--- config.mk ---
export PLATFORM = sky130hd
export DESIGN_NAME = tsai_core
export DESIGN_NICKNAME = d
export VERILOG_FILES = /design/src/rtl/tsai_pkg.sv /design/src/rtl/tsai_core.sv
export SDC_FILE = /design/constraint.sdc
export NUM_CORES = 1
export LEC_CHECK = 0
export BUFFER_PORTS_ARGS = -buffer_cell sky130_fd_sc_hd__buf_2
export CORE_ASPECT_RATIO = 1.25
export CORE_MARGIN = 3
export CORE_UTILIZATION = 50
export CTS_CLUSTER_DIAMETER = 80
export DETAILED_ROUTE_END_ITERATION = 16
export PLACE_DENSITY = 0.66
export SYNTH_ARGS = -nofsm -noshare
export SYNTH_HDL_FRONTEND = slang
export SYNTH_SLANG_ARGS = --single-unit
--- constraint.sdc ---
create_clock -name i_mclk -period 4.4 [get_ports i_mclk]
set_clock_uncertainty 0.2 [all_clocks]
set_input_delay 0.44 -clock i_mclk [delete_from_list [all_inputs] [get_ports i_mclk]]
set_output_delay 0.44 -clock i_mclk [all_outputs]
set_load 0.02 [all_outputs]
--- src/rtl/tsai_pkg.sv ---
// package: constants, bus carrier and state type of the slot access interrupt block
package tsai_pkg;
    // ****************************************************************
    // frame timing in double-rate clock periods
    // ****************************************************************
    localparam int          BIT_DCL   = 2;                  // one bit clock
    localparam int          SLOT_BITS = 8;                  // bits per slot
    localparam int          NUM_SLOTS = 12;                 // slots per frame
    localparam int          SLOT_DCL  = BIT_DCL * SLOT_BITS;
    localparam logic [7:0]  FRAME_DCL = 8'(SLOT_DCL * NUM_SLOTS);
    localparam logic [3:0]  TBM_SLOT  = 4'hb;               // terminal bus slot
    localparam logic [3:0]  LAST_BIT  = 4'h7;               // last bit of a slot
    // ****************************************************************
    // register indices
    // ****************************************************************
    localparam logic [3:0]  ADR_DATA0 = 4'h0;               // data regs 0..3
    localparam logic [3:0]  ADR_SEL0  = 4'h4;               // port selects 0..3
    localparam logic [3:0]  ADR_CTRL0 = 4'h8;               // pair controls 0..1
    localparam logic [3:0]  ADR_MASK  = 4'ha;               // interrupt mask
    localparam logic [3:0]  ADR_ACK   = 4'hb;               // acknowledge (write)
    localparam logic [3:0]  ADR_STAT  = 4'hc;               // status (read clears)
    // ****************************************************************
    // field positions and reset values
    // ****************************************************************
    localparam int          SEL_PORT  = 7;                  // port select bit
    localparam int          CTL_IN0   = 0;                  // even input enable
    localparam int          CTL_OUT0  = 2;                  // even output enable
    localparam int          CTL_TBM   = 4;                  // monitor enable
    localparam int          OVF_LSB   = 4;                  // overflow bits 7:4
    localparam logic [7:0]  MASK_RST  = 8'hff;              // all masked
    localparam logic [7:0]  SEL_RST   = 8'h00;
    localparam logic [4:0]  CTRL_RST  = 5'h00;
    // ****************************************************************
    // register bus request
    // ****************************************************************
    typedef struct packed {
        logic [3:0] addr;                                   // register index
        logic [7:0] wdata;                                  // write data
        logic       wr;                                     // write strobe
        logic       rd;                                     // read strobe
    } tsai_req_t;
    // ****************************************************************
    // whole state of the block
    // ****************************************************************
    typedef struct packed {
        logic [2:0]      dcl_s;                             // clock synchroniser
        logic [2:0]      fsc_s;                             // frame synchroniser
        logic [2:0]      up_s;                              // upstream synchroniser
        logic [2:0]      dn_s;                              // downstream synchroniser
        logic            dcl_f;                             // filtered clock level
        logic            fsc_f;                             // filtered frame level
        logic            fsc_seen;                          // frame start pending
        logic [7:0]      dcnt;                              // clock index in frame
        logic [3:0][7:0] sel;                               // slot_port_select regs
        logic [3:0][7:0] data;                              // slot_data_reg regs
        logic [3:0][7:0] shf;                               // input shifters
        logic [1:0][4:0] ctrl;                              // pair_control_reg regs
        logic [7:0]      mask;                              // xfer_int_mask
        logic [7:0]      stat;                              // sticky status
        logic [3:0]      pend;                              // unacknowledged xfers
        logic [7:0]      rdata;                             // read data
        logic            irq;                               // interrupt level
        logic            up_o;                              // upstream drive value
        logic            up_oe;                             // upstream drive enable
        logic            dn_o;                              // downstream drive value
        logic            dn_oe;                             // downstream drive enable
    } tsai_state_t;
endpackage

--- src/rtl/tsai_core.sv ---
// slot access synchronisation, transfer and overflow interrupts
`timescale 1ns/1ns

// Behaviour
// [RULE1] monitor enable makes even register capture slot 11
// [RULE2] software selects 08h upstream or 88h downstream
// [RULE3] software accesses data between xfer and overflow
// [RULE4] four xfer, four overflow flags, one status
// [RULE5] xfer raised two or one bit after slot
// [RULE6] one bit clock is two double-rate clocks
// [RULE7] overflow raised when ack misses deadline
// [RULE8] software acks one or zero bits early
// [RULE9] overflow tracks own or all enabled xfers
// [RULE10] mask bit suppresses its interrupt
// [RULE11] status read clears all flags
// [RULE12] slot select 0..11, port select chooses line
// [RULE13] bit clock is half the double-rate clock
// [RULE14] looped data leaves one frame after capture
// [RULE15] flags sticky until read, output shows pending
module tsai_core
    import tsai_pkg::*;
#(
    parameter int NCH = 4                                   // data registers
)(
    // clock and reset
    input  wire logic      i_mclk,
    input  wire logic      i_rstn,
    // register port
    input  wire tsai_req_t i_req,
    output logic [7:0]     o_rdata,
    // interrupt
    output logic           o_irq,
    // frame bus pins
    input  wire logic      i_double_rate_clock,
    input  wire logic      i_frame_sync,
    input  wire logic      i_upstream_line,
    input  wire logic      i_downstream_line,
    output logic           o_upstream_line,
    output logic           o_upstream_line_oe,
    output logic           o_downstream_line,
    output logic           o_downstream_line_oe
);

    // ****************************************************************
    // helpers
    // ****************************************************************

    // fold a clock index into one frame
    function automatic logic [7:0] tsai_wrap(input logic [9:0] v);
        logic [9:0] r;
        r = v;
        if (r >= {2'b00, FRAME_DCL})
        begin
            r = r - {2'b00, FRAME_DCL};
        end
        return r[7:0];
    endfunction

    // clock index of the transfer interrupt of a channel
    function automatic logic [7:0] tsai_xfer_at(input logic [7:0] sel);
        logic [9:0] lag;
        lag = sel[SEL_PORT] ? 10'(BIT_DCL) : 10'(2 * BIT_DCL);   // [RULE5] [RULE6]
        return tsai_wrap(10'({6'h00, sel[3:0]} * 10'(SLOT_DCL))
                         + 10'(SLOT_DCL) + lag);
    endfunction

    // clock index of the acknowledge deadline of a channel
    function automatic logic [7:0] tsai_ovf_at(input logic [7:0] sel);
        logic [9:0] lead;
        lead = sel[SEL_PORT] ? 10'h000 : 10'(BIT_DCL);           // [RULE8]
        return tsai_wrap(10'({6'h00, sel[3:0]} * 10'(SLOT_DCL))
                         + {2'b00, FRAME_DCL} - lead);
    endfunction

    // ****************************************************************
    // state
    // ****************************************************************
    tsai_state_t s_q;                                       // registered state
    tsai_state_t s_d;                                       // next state

    // ****************************************************************
    // next state
    // ****************************************************************
    always_comb
    begin
        logic       dcl_ok;                                 // clock stages agree
        logic       rise;                                   // clock rising
        logic       fall;                                   // clock falling
        logic [7:0] idx;                                    // index after rise
        logic [3:0] trk;                                    // tracked channels
        logic [3:0] tgt;                                    // input slot
        logic       bit_in;                                 // sampled line bit
        logic       ien;                                    // input capture enabled
        s_d    = s_q;
        dcl_ok = 1'b0;
        rise   = 1'b0;
        fall   = 1'b0;
        idx    = 8'h00;
        trk    = 4'h0;
        tgt    = 4'h0;
        bit_in = 1'b0;
        ien    = 1'b0;

        // pin synchronisers, three stages each
        s_d.dcl_s = {s_q.dcl_s[1:0], i_double_rate_clock};
        s_d.fsc_s = {s_q.fsc_s[1:0], i_frame_sync};
        s_d.up_s  = {s_q.up_s[1:0], i_upstream_line};
        s_d.dn_s  = {s_q.dn_s[1:0], i_downstream_line};

        // a level counts once stages two and three agree
        dcl_ok = (s_q.dcl_s[2] == s_q.dcl_s[1]);
        if (dcl_ok)
        begin
            s_d.dcl_f = s_q.dcl_s[2];
        end
        rise = dcl_ok && s_q.dcl_s[2] && !s_q.dcl_f;
        fall = dcl_ok && !s_q.dcl_s[2] && s_q.dcl_f;

        // frame start is remembered until the next clock rise
        if (s_q.fsc_s[2] == s_q.fsc_s[1])
        begin
            s_d.fsc_f = s_q.fsc_s[2];
            if (s_q.fsc_s[2] && !s_q.fsc_f)
            begin
                s_d.fsc_seen = 1'b1;
            end
        end

        // register writes
        if (i_req.wr)
        begin
            case (i_req.addr)
                ADR_DATA0, 4'h1, 4'h2, 4'h3:
                begin
                    s_d.data[i_req.addr[1:0]] = i_req.wdata;
                end
                ADR_SEL0, 4'h5, 4'h6, 4'h7:
                begin
                    s_d.sel[i_req.addr[1:0]] = i_req.wdata;   // [RULE12]
                end
                ADR_CTRL0, 4'h9:
                begin
                    s_d.ctrl[i_req.addr[0]] = i_req.wdata[4:0];
                end
                ADR_MASK:
                begin
                    s_d.mask = i_req.wdata;
                end
                ADR_ACK:
                begin
                    s_d.pend = s_q.pend & ~i_req.wdata[3:0];  // ack clears wait
                end
                default:
                begin
                end
            endcase
        end

        // register reads, data stand one cycle later
        s_d.rdata = 8'h00;
        if (i_req.rd)
        begin
            case (i_req.addr)
                ADR_DATA0, 4'h1, 4'h2, 4'h3:
                begin
                    s_d.rdata = s_q.data[i_req.addr[1:0]];
                end
                ADR_SEL0, 4'h5, 4'h6, 4'h7:
                begin
                    s_d.rdata = s_q.sel[i_req.addr[1:0]];
                end
                ADR_CTRL0, 4'h9:
                begin
                    s_d.rdata = {3'b000, s_q.ctrl[i_req.addr[0]]};
                end
                ADR_MASK:
                begin
                    s_d.rdata = s_q.mask;
                end
                ADR_STAT:
                begin
                    s_d.rdata = s_q.stat;
                    s_d.stat  = 8'h00;                      // [RULE11]
                end
                default:
                begin
                    s_d.rdata = 8'h00;                      // unmapped reads zero
                end
            endcase
        end

        // clock rise: advance frame position, interrupts, output bits
        if (rise)
        begin
            if (s_q.fsc_seen || s_q.dcnt == FRAME_DCL - 8'h01)
            begin
                idx = 8'h00;
            end
            else
            begin
                idx = s_q.dcnt + 8'h01;
            end
            s_d.dcnt     = idx;
            s_d.fsc_seen = 1'b0;

            // overflow deadlines first, so a same-index xfer starts anew
            for (int c = 0; c < NCH; c++)
            begin
                if (!s_q.mask[OVF_LSB + c] && idx == tsai_ovf_at(s_q.sel[c]))
                begin
                    // own xfer when unmasked, else every enabled one [RULE9]
                    trk = s_q.mask[c] ? ~s_q.mask[3:0] : 4'(1 << c);
                    if (|(s_d.pend & trk))
                    begin
                        s_d.stat[OVF_LSB + c] = 1'b1;       // [RULE7] [RULE4]
                    end
                    s_d.pend = s_d.pend & ~trk;
                end
            end

            // transfer interrupts, set wins over a read clear
            for (int c = 0; c < NCH; c++)
            begin
                if (!s_q.mask[c] && idx == tsai_xfer_at(s_q.sel[c]))
                begin
                    s_d.stat[c] = 1'b1;                     // [RULE5] [RULE10]
                    s_d.pend[c] = 1'b1;
                end
            end

            // drive outputs on the first clock of each bit [RULE13]
            if (!idx[0])
            begin
                s_d.up_oe = 1'b0;
                s_d.dn_oe = 1'b0;
                for (int c = 0; c < NCH; c++)
                begin
                    if (s_q.ctrl[c / 2][CTL_OUT0 + c % 2]
                        && idx[7:4] == s_q.sel[c][3:0])
                    begin
                        // data held from a past frame go out [RULE14]
                        if (s_q.sel[c][SEL_PORT])
                        begin
                            s_d.up_oe = 1'b1;
                            s_d.up_o  = s_q.data[c][3'h7 - idx[3:1]];
                        end
                        else
                        begin
                            s_d.dn_oe = 1'b1;
                            s_d.dn_o  = s_q.data[c][3'h7 - idx[3:1]];
                        end
                    end
                end
            end
        end

        // clock fall in the second half of a bit: sample inputs
        if (fall && s_q.dcnt[0])
        begin
            for (int c = 0; c < NCH; c++)
            begin
                tgt = s_q.sel[c][3:0];
                ien = s_q.ctrl[c / 2][CTL_IN0 + c % 2];
                if (c % 2 == 0 && s_q.ctrl[c / 2][CTL_TBM])
                begin
                    tgt = TBM_SLOT;                         // [RULE1]
                    ien = 1'b1;                             // monitor needs no input enable
                end
                // input comes from the line opposite the output [RULE12]
                bit_in = s_q.sel[c][SEL_PORT] ? s_q.dn_s[2] : s_q.up_s[2];
                if (ien && s_q.dcnt[7:4] == tgt)
                begin
                    s_d.shf[c] = {s_q.shf[c][6:0], bit_in};
                    if ({1'b0, s_q.dcnt[3:1]} == LAST_BIT)
                    begin
                        s_d.data[c] = {s_q.shf[c][6:0], bit_in};
                    end
                end
            end
        end

        // level output while an unmasked flag is pending [RULE15]
        s_d.irq = |(s_d.stat & ~s_d.mask);
    end

    // ****************************************************************
    // state register
    // ****************************************************************
    always_ff @(posedge i_mclk or negedge i_rstn)
    begin
        if (!i_rstn)
        begin
            s_q      <= '0;
            s_q.mask <= MASK_RST;
            s_q.sel  <= {NCH{SEL_RST}};
            s_q.ctrl <= {2{CTRL_RST}};
        end
        else
        begin
            s_q <= s_d;
        end
    end

    // ****************************************************************
    // outputs straight from flops
    // ****************************************************************
    assign o_rdata              = s_q.rdata;
    assign o_irq                = s_q.irq;
    assign o_upstream_line      = s_q.up_o;
    assign o_upstream_line_oe   = s_q.up_oe;
    assign o_downstream_line    = s_q.dn_o;
    assign o_downstream_line_oe = s_q.dn_oe;

endmodule

== Word level (Yosys, flattened, before mapping) ==
Index checks and enable logic that the tools add are counted.

* Bits in registers: 162
* Input port bits: 20
* Output and inout bits: 13
* Logic and storage cells: 300

* $add $sub $neg: 26
* $lt $le $gt $ge: 13
* Equality and inequality tests: 32
* Muxes and demuxes: 125
* Bitwise logic cells: 18
* Reductions and logical operators: 55

{| class="wikitable"
|+ Operators by type and width
! kind !! count
|-
| 8-bit 2-to-1 mux || 38
|-
| 4-bit 2-to-1 mux || 21
|-
| 10-bit by 8-bit greater-or-equal comparator with 1-bit output (second input constant) || 8
|-
| 32-bit bitwise mux || 2
|-
| 8-bit equality test || 8
|-
| 32-bit 2-to-1 mux || 2
|-
| 64-bit 2-to-1 mux || 1
|-
| 8-bit subtractor (second input constant) || 8
|-
| 9-bit by 3-bit adder with 10-bit output || 4
|-
| 8-bit one-hot mux with 5 select lines || 1
|-
| 9-bit by 2-bit subtractor with 10-bit output || 4
|-
| 8-bit by 5-bit adder with 9-bit output (second input constant) || 4
|-
| 8-bit by 8-bit adder with 9-bit output (second input constant) || 4
|-
| 4-bit bitwise AND || 9
|-
| 8-bit binary-select mux with 2-bit select || 2
|-
| 4-bit equality test || 8
|-
| 1-bit 2-to-1 mux || 30
|-
| 1-bit logical AND || 24
|-
| 2-bit 2-to-1 mux || 12
|-
| 4-bit NOT || 6
|-
| 4-bit OR reduction || 6
|-
| 4-bit equality test (second input constant) || 5
|-
| 8-bit demux with 2-bit select || 1
|-
| 4-bit by 3-bit equality test with 1-bit output (second input constant) || 4
|-
| other kinds (29) || 57
|}

== Depth between registers and ports, before layout ==
Gate-level depths: netlist of run 1.

* Depth in word-level cells: 22
* Mapped depth: 17
* Gate-level depth less buffers: 16

== Worst setup path after synthesis of run 1 ==
OpenSTA, ideal clock, no wires.

* Kind: flip-flop to flip-flop
* Start point: reg s_q[107] (netlist name)
* End point: reg s_q[15] (netlist name)
* Setup time: 119 ps
* Data arrival time: 3486 ps
* Required time: 4081 ps
* Setup slack: 596 ps
* Cell stages (with the launch flop): 17
* Path buffers: 0
* Period minus slack after synthesis: 3804 ps
* Cell sequence: dfrtp_1 inv_1 ha_1 nor3b_1 o21ai_0 nor2b_1 xnor2_1 ha_1 nor3_1 o21ai_0 mux2i_1 xnor2_1 nor4_4 a22o_4 nor2_2 a211o_1 a21bo_1

{| class="wikitable"
|+ RTL lines
! element !! line !! text
|-
| start, declared || tsai_core.sv:78 || <nowiki>tsai_state_t s_q;</nowiki>
|}

==> results of run 1 <==
==> repair_timing <==
| item | CTS | global route |
|---|---|---|
| hold buffers | 5 | 0 |
| resized for setup | 0 | 2 |
| endpoints found under the setup margin | 0 | 3 |
| hold endpoints to repair | 89 | 0 |
==> area by class of cell <==
class | instances | area (sq um)
fill | 1737 | 8588
multi-input combinational | 735 | 5623
tap | 265 | 331.6
clock buffer | 17 | 425.4
inverter | 34 | 127.6
sequential | 158 | 3964
clock inverter | 15 | 143.9
timing repair buffer | 61 | 409.1
==> registers in the layout, indices dropped and copies added (netlist names) <==
signal                cells
o_downstream_line_oe      1
o_upstream_line_oe        1
o_rdata                   8
o_upstream_line           1
o_irq                     1
s_d                       8
o_downstream_line         1
s_q                     137
==> per-layer routing <==
layer  GRT usage (%)  up-vias
li1                -     3582
met1           31.88     3928
met2           43.92      294
met3           4.570       91
met4           11.72        0
met5               0        -
==> per-stage QoR <==
stage | cell area, sq um | std cells | power [mW] | setup WS [ns] | util, %
5_1_grt | 11020 | 1285 | 5.873 | 0.03132 | 56.21
3_3_place_gp | 10400 | 1248 | 4.040 | 0.4074 | 53.01
3_5_place_dp | 10400 | 1248 | 4.098 | 0.2803 | 53.01
2_1_floorplan | 10050 | 998 | 3.532 | 0.5956 | -
6_report | 11020 | 1285 | 5.581 | 0.2537 | 56.21
4_1_cts | 11020 | 1285 | 5.554 | 0.2285 | 56.17
==> cell usage in the layout (no fill, tap or decap), types with 5 or more instances in the layout <==
master,instances
a211oi_1,6
a21oi_1,27
a222oi_1,5
a22o_1,5
a31oi_1,11
and3_1,9
buf_2,31
buf_4,23
clkbuf_16,17
dfrtp_1,150
dfstp_2,8
dlygate4sd3_1,5
ha_1,31
inv_1,33
inv_6,6
mux2_2,70
mux2i_1,62
mux4_2,18
nand2_1,89
nand2b_1,13
nand3_1,22
nand4_1,9
nor2_1,71
nor2b_1,10
nor3_1,14
nor3b_1,7
nor4_1,6
o211ai_1,5
o21a_1,6
o21ai_0,68
o22ai_1,7
or3_1,6
xnor2_1,45
xor2_1,35
==> cells by family (layout without fill, tap and decap cells) <==
group	after synthesis	count (layout)	synth area share (%)
xor+xnor	82	82	7.421
buf+inv	105	127	4.669
mux	151	151	18.19
fa+ha+maj	32	32	3.960
flops	158	158	39.45
compound gates	184	184	12.05
simple gates	286	286	14.26
==> worst min path at each step <==
stage	start	endpoint	slack, ns
after floorplan	i_rstn	o_downstream_line$_DFFE_PN0P_	-0.06
after global placement	s_d[154]$_DFF_PN0_	s_d[155]$_DFF_PN0_	0.13
after detailed placement	s_d[154]$_DFF_PN0_	s_d[155]$_DFF_PN0_	0.14
after CTS	s_d[154]$_DFF_PN0_	s_d[155]$_DFF_PN0_	0.15
after global routing	s_d[152]$_DFF_PN0_	s_q[152]$_DFF_PN0_	0.16
final	s_d[155]$_DFF_PN0_	s_q[155]$_DFF_PN0_	0.15
==> power by group <==
part,internal [mW],total (mW),leakage [nW],switching (mW)
Clock,0.750,1.44,0.277,0.693
Combinational,0.935,2.09,2.68,1.16
Sequential,1.72,2.04,1.95,0.322
==> run_results.csv, run 1 <==
group,metric,value,unit
status,status,"complete, no violations",
detailed_routing,detail-route-antenna-nets,0,
setup_path,crit_buf_inv,1,
setup_path,cp.depth,15,
global_route,overflow,0,
timing,tightest_slew,0.9241,ns
yosys,seq_area_frac_synth,39.45,%
pwr,max-vdd-ir-drop,0.3142,mV
setup_path,criticalPathCategory,"reg -> reg",
setup_path,r2r_start,"s_q[115]$_DFFE_PN0P_",
setup_path,cp_max_fo,7,
global_route,grt_pass1_wl,43.37,mm
clocking,root_buffer,"clkbuf_16",
yosys,ys_top_cells_by_count,"dfrtp_1, nand2_1, nor2_1",
clocking,cts_setup_buffers,0,
cells_and_area,drive_gt1_share,19.80,%
hold_path,holdCritPathClass,"reg -> reg",
yosys,ys_types,82,
die,pin_count,33,
timing,slew_violations,0,
timing,final-hold-violation-count,0,
timing,period_minus_slack,4.146,ns
global_route,grt_pass1_vias,7765,
detailed_routing,routed.top_layer,"met4",
yosys,syn_inst,998,
yosys,ys_async_sr_fraction,100.0,%
yosys,synth_nets,1049,
die,die_h,164.5,microns
hold_path,whs_path_depth,0,
clocking,cts_sinks,158,
die,die_w,132.8,microns
detailed_routing,met2_wirelength,13.69,mm
timing,hold_ws,0.1486,ns
setup_path,rr_endpoint,"o_irq$_DFF_PN0_",
clocking,cts_tree,"built",
flow_run,maxCapViolCount,0,
clocking,worstSkewPairLatency,0.44,ns
die,rows,57,
yosys,yosys.area.top_type,"dfrtp_1",
global_route,grt_start_max_net_pins,95,
detailed_routing,wl_per_cell,21.55,microns
setup_path,cp_slowest_cell,"dfrtp_1",
detailed_routing,vias,7895,
yosys,yosysTopAreaCellShare,37.36,%
cells_and_area,diodes,0,
place,hpwl,20.05,mm
yosys,synth-main-ff-cell,"dfrtp_1",
setup_path,critPathCapture,"o_irq$_DFF_PN0_",
pwr,leakagePower,4.909,nW
timing,period_share,94.23,%
setup_path,cp-start-kind,"flip-flop",
setup_path,cp-end-kind,"flip-flop",
global_route,antenna_found_initial,0,
die,initial_core_util,51.23,%
yosys,synth.area.top_cells,"dfrtp_1, mux2_2, mux2i_1, mux4_2, xnor2_1",
detailed_routing,vias_per_cell,6.144,
detailed_routing,drc,0,
cells_and_area,syn_to_final_growth,9.712,%
setup_path,worst_ep_arrival_time,4.30,ns
setup_path,path_delay_family,"simple AND/OR/NAND/NOR gates",
setup_path,rrSetupSlack,0.25,ns
timing,grt_setup_unrepaired,"false",
timing,clock.fmax,241.2,MHz
yosys,yosys_warnings,0,
clocking,cts_made_buffers,17,
detailed_routing,drtIter0Drc,770,
cells_and_area,fin_nets,1058,
yosys,ys_seq_elements,158,
setup_path,worstPathCellList,"inv_1, ha_1, nor4_1, a211oi_1, xor2_1, ha_1, nor3_1, o21ai_0, mux2_2, xor2_1, and4b_1, or3_2, nand3_1, o221ai_1, o211ai_1",
setup_path,cp_data_required_time,4.56,ns
clocking,h-tree-depth,4,
yosys,syn_area_per_cell,10.07,sq um
setup_path,reg2regPathDepth,15,
place,gp_congestion,0.9448,
yosys,synth_edf_count,0,
detailed_routing,met3_length,1.519,mm
setup_path,crit_path_max_incr_delay,0.49,ns
timing,setup_tns,0,ns
clocking,cts_buffer_depth,2,
die,dieArea,21840,sq um
detailed_routing,drt_pass1_iterations,6,
pwr,powerDensity,506.3,nW/um^2
die,core,19610,sq um
timing,slew_headroom,38.39,%
timing,setup_viol,0,
place,io_buffer_count,32,
yosys,synth_most_common_cell,"dfrtp_1",
setup_path,crit_path_start,"s_q[115]$_DFFE_PN0P_",
detailed_routing,drt-total-wl,27.69,mm
global_route,grt_usage,25.71,%
detailed_routing,met1Wirelength,11.22,mm
clocking,path_clk_slew,0.07,ns
yosys,synth.cell_area,10050,sq um
No activity file was read; power rests on OpenSTA's default activity.
==> run 2: changes to the inputs <==
--- a/config.mk
+++ b/config.mk
@@ -6,12 +6,14 @@
 export NUM_CORES = 1
 export LEC_CHECK = 0
 export BUFFER_PORTS_ARGS = -buffer_cell sky130_fd_sc_hd__buf_2
+export CAP_MARGIN = 25
 export CORE_ASPECT_RATIO = 1.25
 export CORE_MARGIN = 3
-export CORE_UTILIZATION = 50
+export CORE_UTILIZATION = 63
 export CTS_CLUSTER_DIAMETER = 80
 export DETAILED_ROUTE_END_ITERATION = 16
-export PLACE_DENSITY = 0.66
+export GPL_TIMING_DRIVEN = 0
+export PLACE_DENSITY = 0.81
 export SYNTH_ARGS = -nofsm -noshare
 export SYNTH_HDL_FRONTEND = slang
 export SYNTH_SLANG_ARGS = --single-unit
==> run 2 against run 1 <==
Net effect:
- first-iteration DRC count rose by 2.9%
- register-to-register slack barely moved
- power rose by 2.8%
- via count rose by 5.0%
- critical path type unchanged
- count of clock-buffer cells in the layout did not move
- non-clock buffer count rose by 47
- worst setup slack got worse by 0.0060 ns
- highest routed layer unchanged
==> run_results.csv, run 2 (same netlist as run 1, synthesis figures left out) <==
group,metric,value,unit
status,status,"complete, no violations",
place,pre_cts_slack,-0.01109,ns
global_route,grt_pass1_vias,8209,
clocking,cts_tree,"built",
clocking,cts_buffer_depth,2,
global_route,grt_pass1_wl,44.28,mm
setup_path,crit_path_max_incr_delay,0.65,ns
setup_path,cp-end-kind,"flip-flop",
place,placed_cells,1239,
detailed_routing,vias,8288,
clocking,worstSkewPairLatency,0.44,ns
cells_and_area,diodes,0,
timing,tightest_slew,1.035,ns
die,pin_count,33,
setup_path,path_delay_family,"simple AND/OR/NAND/NOR gates",
flow_run,maxCapViolCount,0,
pwr,leakagePower,4.997,nW
timing,clock.fmax,240.8,MHz
hold_path,worstHoldStart,"i_req[5]",
setup_path,cp_slowest_cell,"dfrtp_1",
clocking,cts_sinks,158,
cells_and_area,largest_reg_flops,137,
die,core,15630,sq um
hold_path,min_to,"s_q[28]$_DFF_PN1_",
cells_and_area,syn_to_final_growth,11.78,%
timing,slew_violations,0,
hold_path,whs_path_depth,2,
cells_and_area,final_cell_area,11230,sq um
die,dieArea,17510,sq um
setup_path,rrSetupSlack,0.25,ns
cells_and_area,fin_nets,1105,
global_route,grt_usage,33.07,%
detailed_routing,vias_per_cell,6.480,
detailed_routing,drt-total-wl,28.29,mm
setup_path,rr_endpoint,"o_irq$_DFF_PN0_",
timing,period_minus_slack,4.152,ns
detailed_routing,drt_pass1_iterations,8,
global_route,antenna_found_initial,0,
die,die_w,119.0,microns
place,io_buffer_count,28,
cells_and_area,top_register,"s_q",
timing,setup_viol,0,
setup_path,r2r_start,"s_q[122]$_DFFE_PN0P_",
setup_path,worst_ep_arrival_time,4.31,ns
cells_and_area,drive_gt1_share,19.49,%
setup_path,cp_data_required_time,4.56,ns
detailed_routing,wl_per_cell,22.12,microns
place,gp_congestion,1.046,
timing,timing.final.ws_setup,0.2477,ns
timing,final-hold-violation-count,0,
setup_path,cpMostUsedCell,"xor2_1",
setup_path,cp_max_fo,12,
timing,hold_ws,0.09471,ns
detailed_routing,detail-route-antenna-nets,0,
clocking,cts_made_buffers,17,
pwr,max-vdd-ir-drop,0.3227,mV
die,initial_core_util,64.27,%
cells_and_area,layout_commonest_cell,"dfrtp_1",
setup_path,cp-start-kind,"flip-flop",
pwr,power.total,5.740,mW
detailed_routing,drc,0,
cells_and_area,fin_cells,1279,
setup_path,crit_buf_inv,1,
global_route,overflow,0,
clocking,root_buffer,"clkbuf_16",
hold_path,holdCritPathClass,"in -> reg",
pwr,powerDensity,511.0,nW/um^2
place,place_area,10490,sq um
global_route,grt_start_max_net_pins,82,
detailed_routing,drtIter0Drc,792,
die,die_h,147.2,microns
place,hpwl,20.30,mm
cells_and_area,layout_common_cells,"dfrtp_1, nand2_1, nor2_1",
timing,grt_setup_unrepaired,"false",
setup_path,reg2regPathDepth,14,
setup_path,criticalPathCategory,"reg -> reg",
die,rows,51,
clocking,h-tree-depth,4,
timing,slew_headroom,30.81,%
clocking,path_clk_slew,0.07,ns
timing,period_share,94.37,%
setup_path,worstPathCellList,"inv_1, nor4_2, a211oi_1, xor2_1, ha_1, nor3_2, o21ai_0, mux2_2, xor2_1, and4b_1, or3_2, nand3_1, o221ai_1, o211ai_1",
==> run 2: stage by stage <==
step                utilization, %  setup TNS (ns)
floorplan                        -               0
global placement             66.87               0
detailed placement           67.08        -0.01109
CTS                          71.41               0
global route                 71.84               0
finish                       71.84               0
==> run 2: power by group <==
group	internal [mW]	switching (mW)	leakage [nW]	total, mW
combinational	0.948	1.24	2.75	2.19
clock	0.822	0.710	0.301	1.53
sequential	1.72	0.295	1.94	2.02
total	3.49	2.25	5.00	5.74
==> run 2: layout make-up <==
| cell class | instances | area [sq um] |
|---|---|---|
| clock buffers | 17 | 425.4 |
| well taps | 212 | 265.3 |
| flip-flops and latches | 158 | 3969 |
| fillers | 1156 | 4402 |
| multi-input cells | 735 | 5655 |
| plain buffers | 70 | 337.8 |
| repair buffers | 38 | 254.0 |
| clock inverters | 15 | 197.7 |
| inverters | 34 | 127.6 |
==> run 2: how the worst max path moves through the flow <==
stage / cells past startpoint / start / end / slack, ns
3_3_place_gp: 17 / s_q[131]$_DFFE_PN0P_ / s_q[15]$_DFF_PN0_ / 0.07
4_1_cts: 15 / s_q[123]$_DFFE_PN0P_ / s_q[16]$_DFF_PN0_ / 0.08
3_5_place_dp: 15 / s_q[123]$_DFFE_PN0P_ / s_q[16]$_DFF_PN0_ / -0.01
6_report: 14 / s_q[122]$_DFFE_PN0P_ / o_irq$_DFF_PN0_ / 0.25
5_1_grt: 15 / s_q[124]$_DFFE_PN0P_ / s_q[16]$_DFF_PN0_ / 0.0006
2_1_floorplan: 16 / s_q[107]$_DFFE_PN0P_ / s_q[15]$_DFF_PN0_ / 0.60
==> run 2: what timing repair did <==
item	4_1_cts	5_1_grt
pin swaps	1	1
buffers inserted	0	3
hold buffers	5	0
resized for setup	2	11
hold endpoints to repair	84	0
endpoints found under the setup margin	3	7
==> run 2: routing by layer <==
metal | global-route usage [%] | vias up | routed length (microns) | part of all wire, %
met5 | 0 | - | 0 | 0
met4 | 23.77 | 0 | 2227 | 7.9
met3 | 6.084 | 155 | 1974 | 7.0
met2 | 53.91 | 420 | 13570 | 48
met1 | 39.34 | 4025 | 10510 | 37
li1 | - | 3688 | - | -
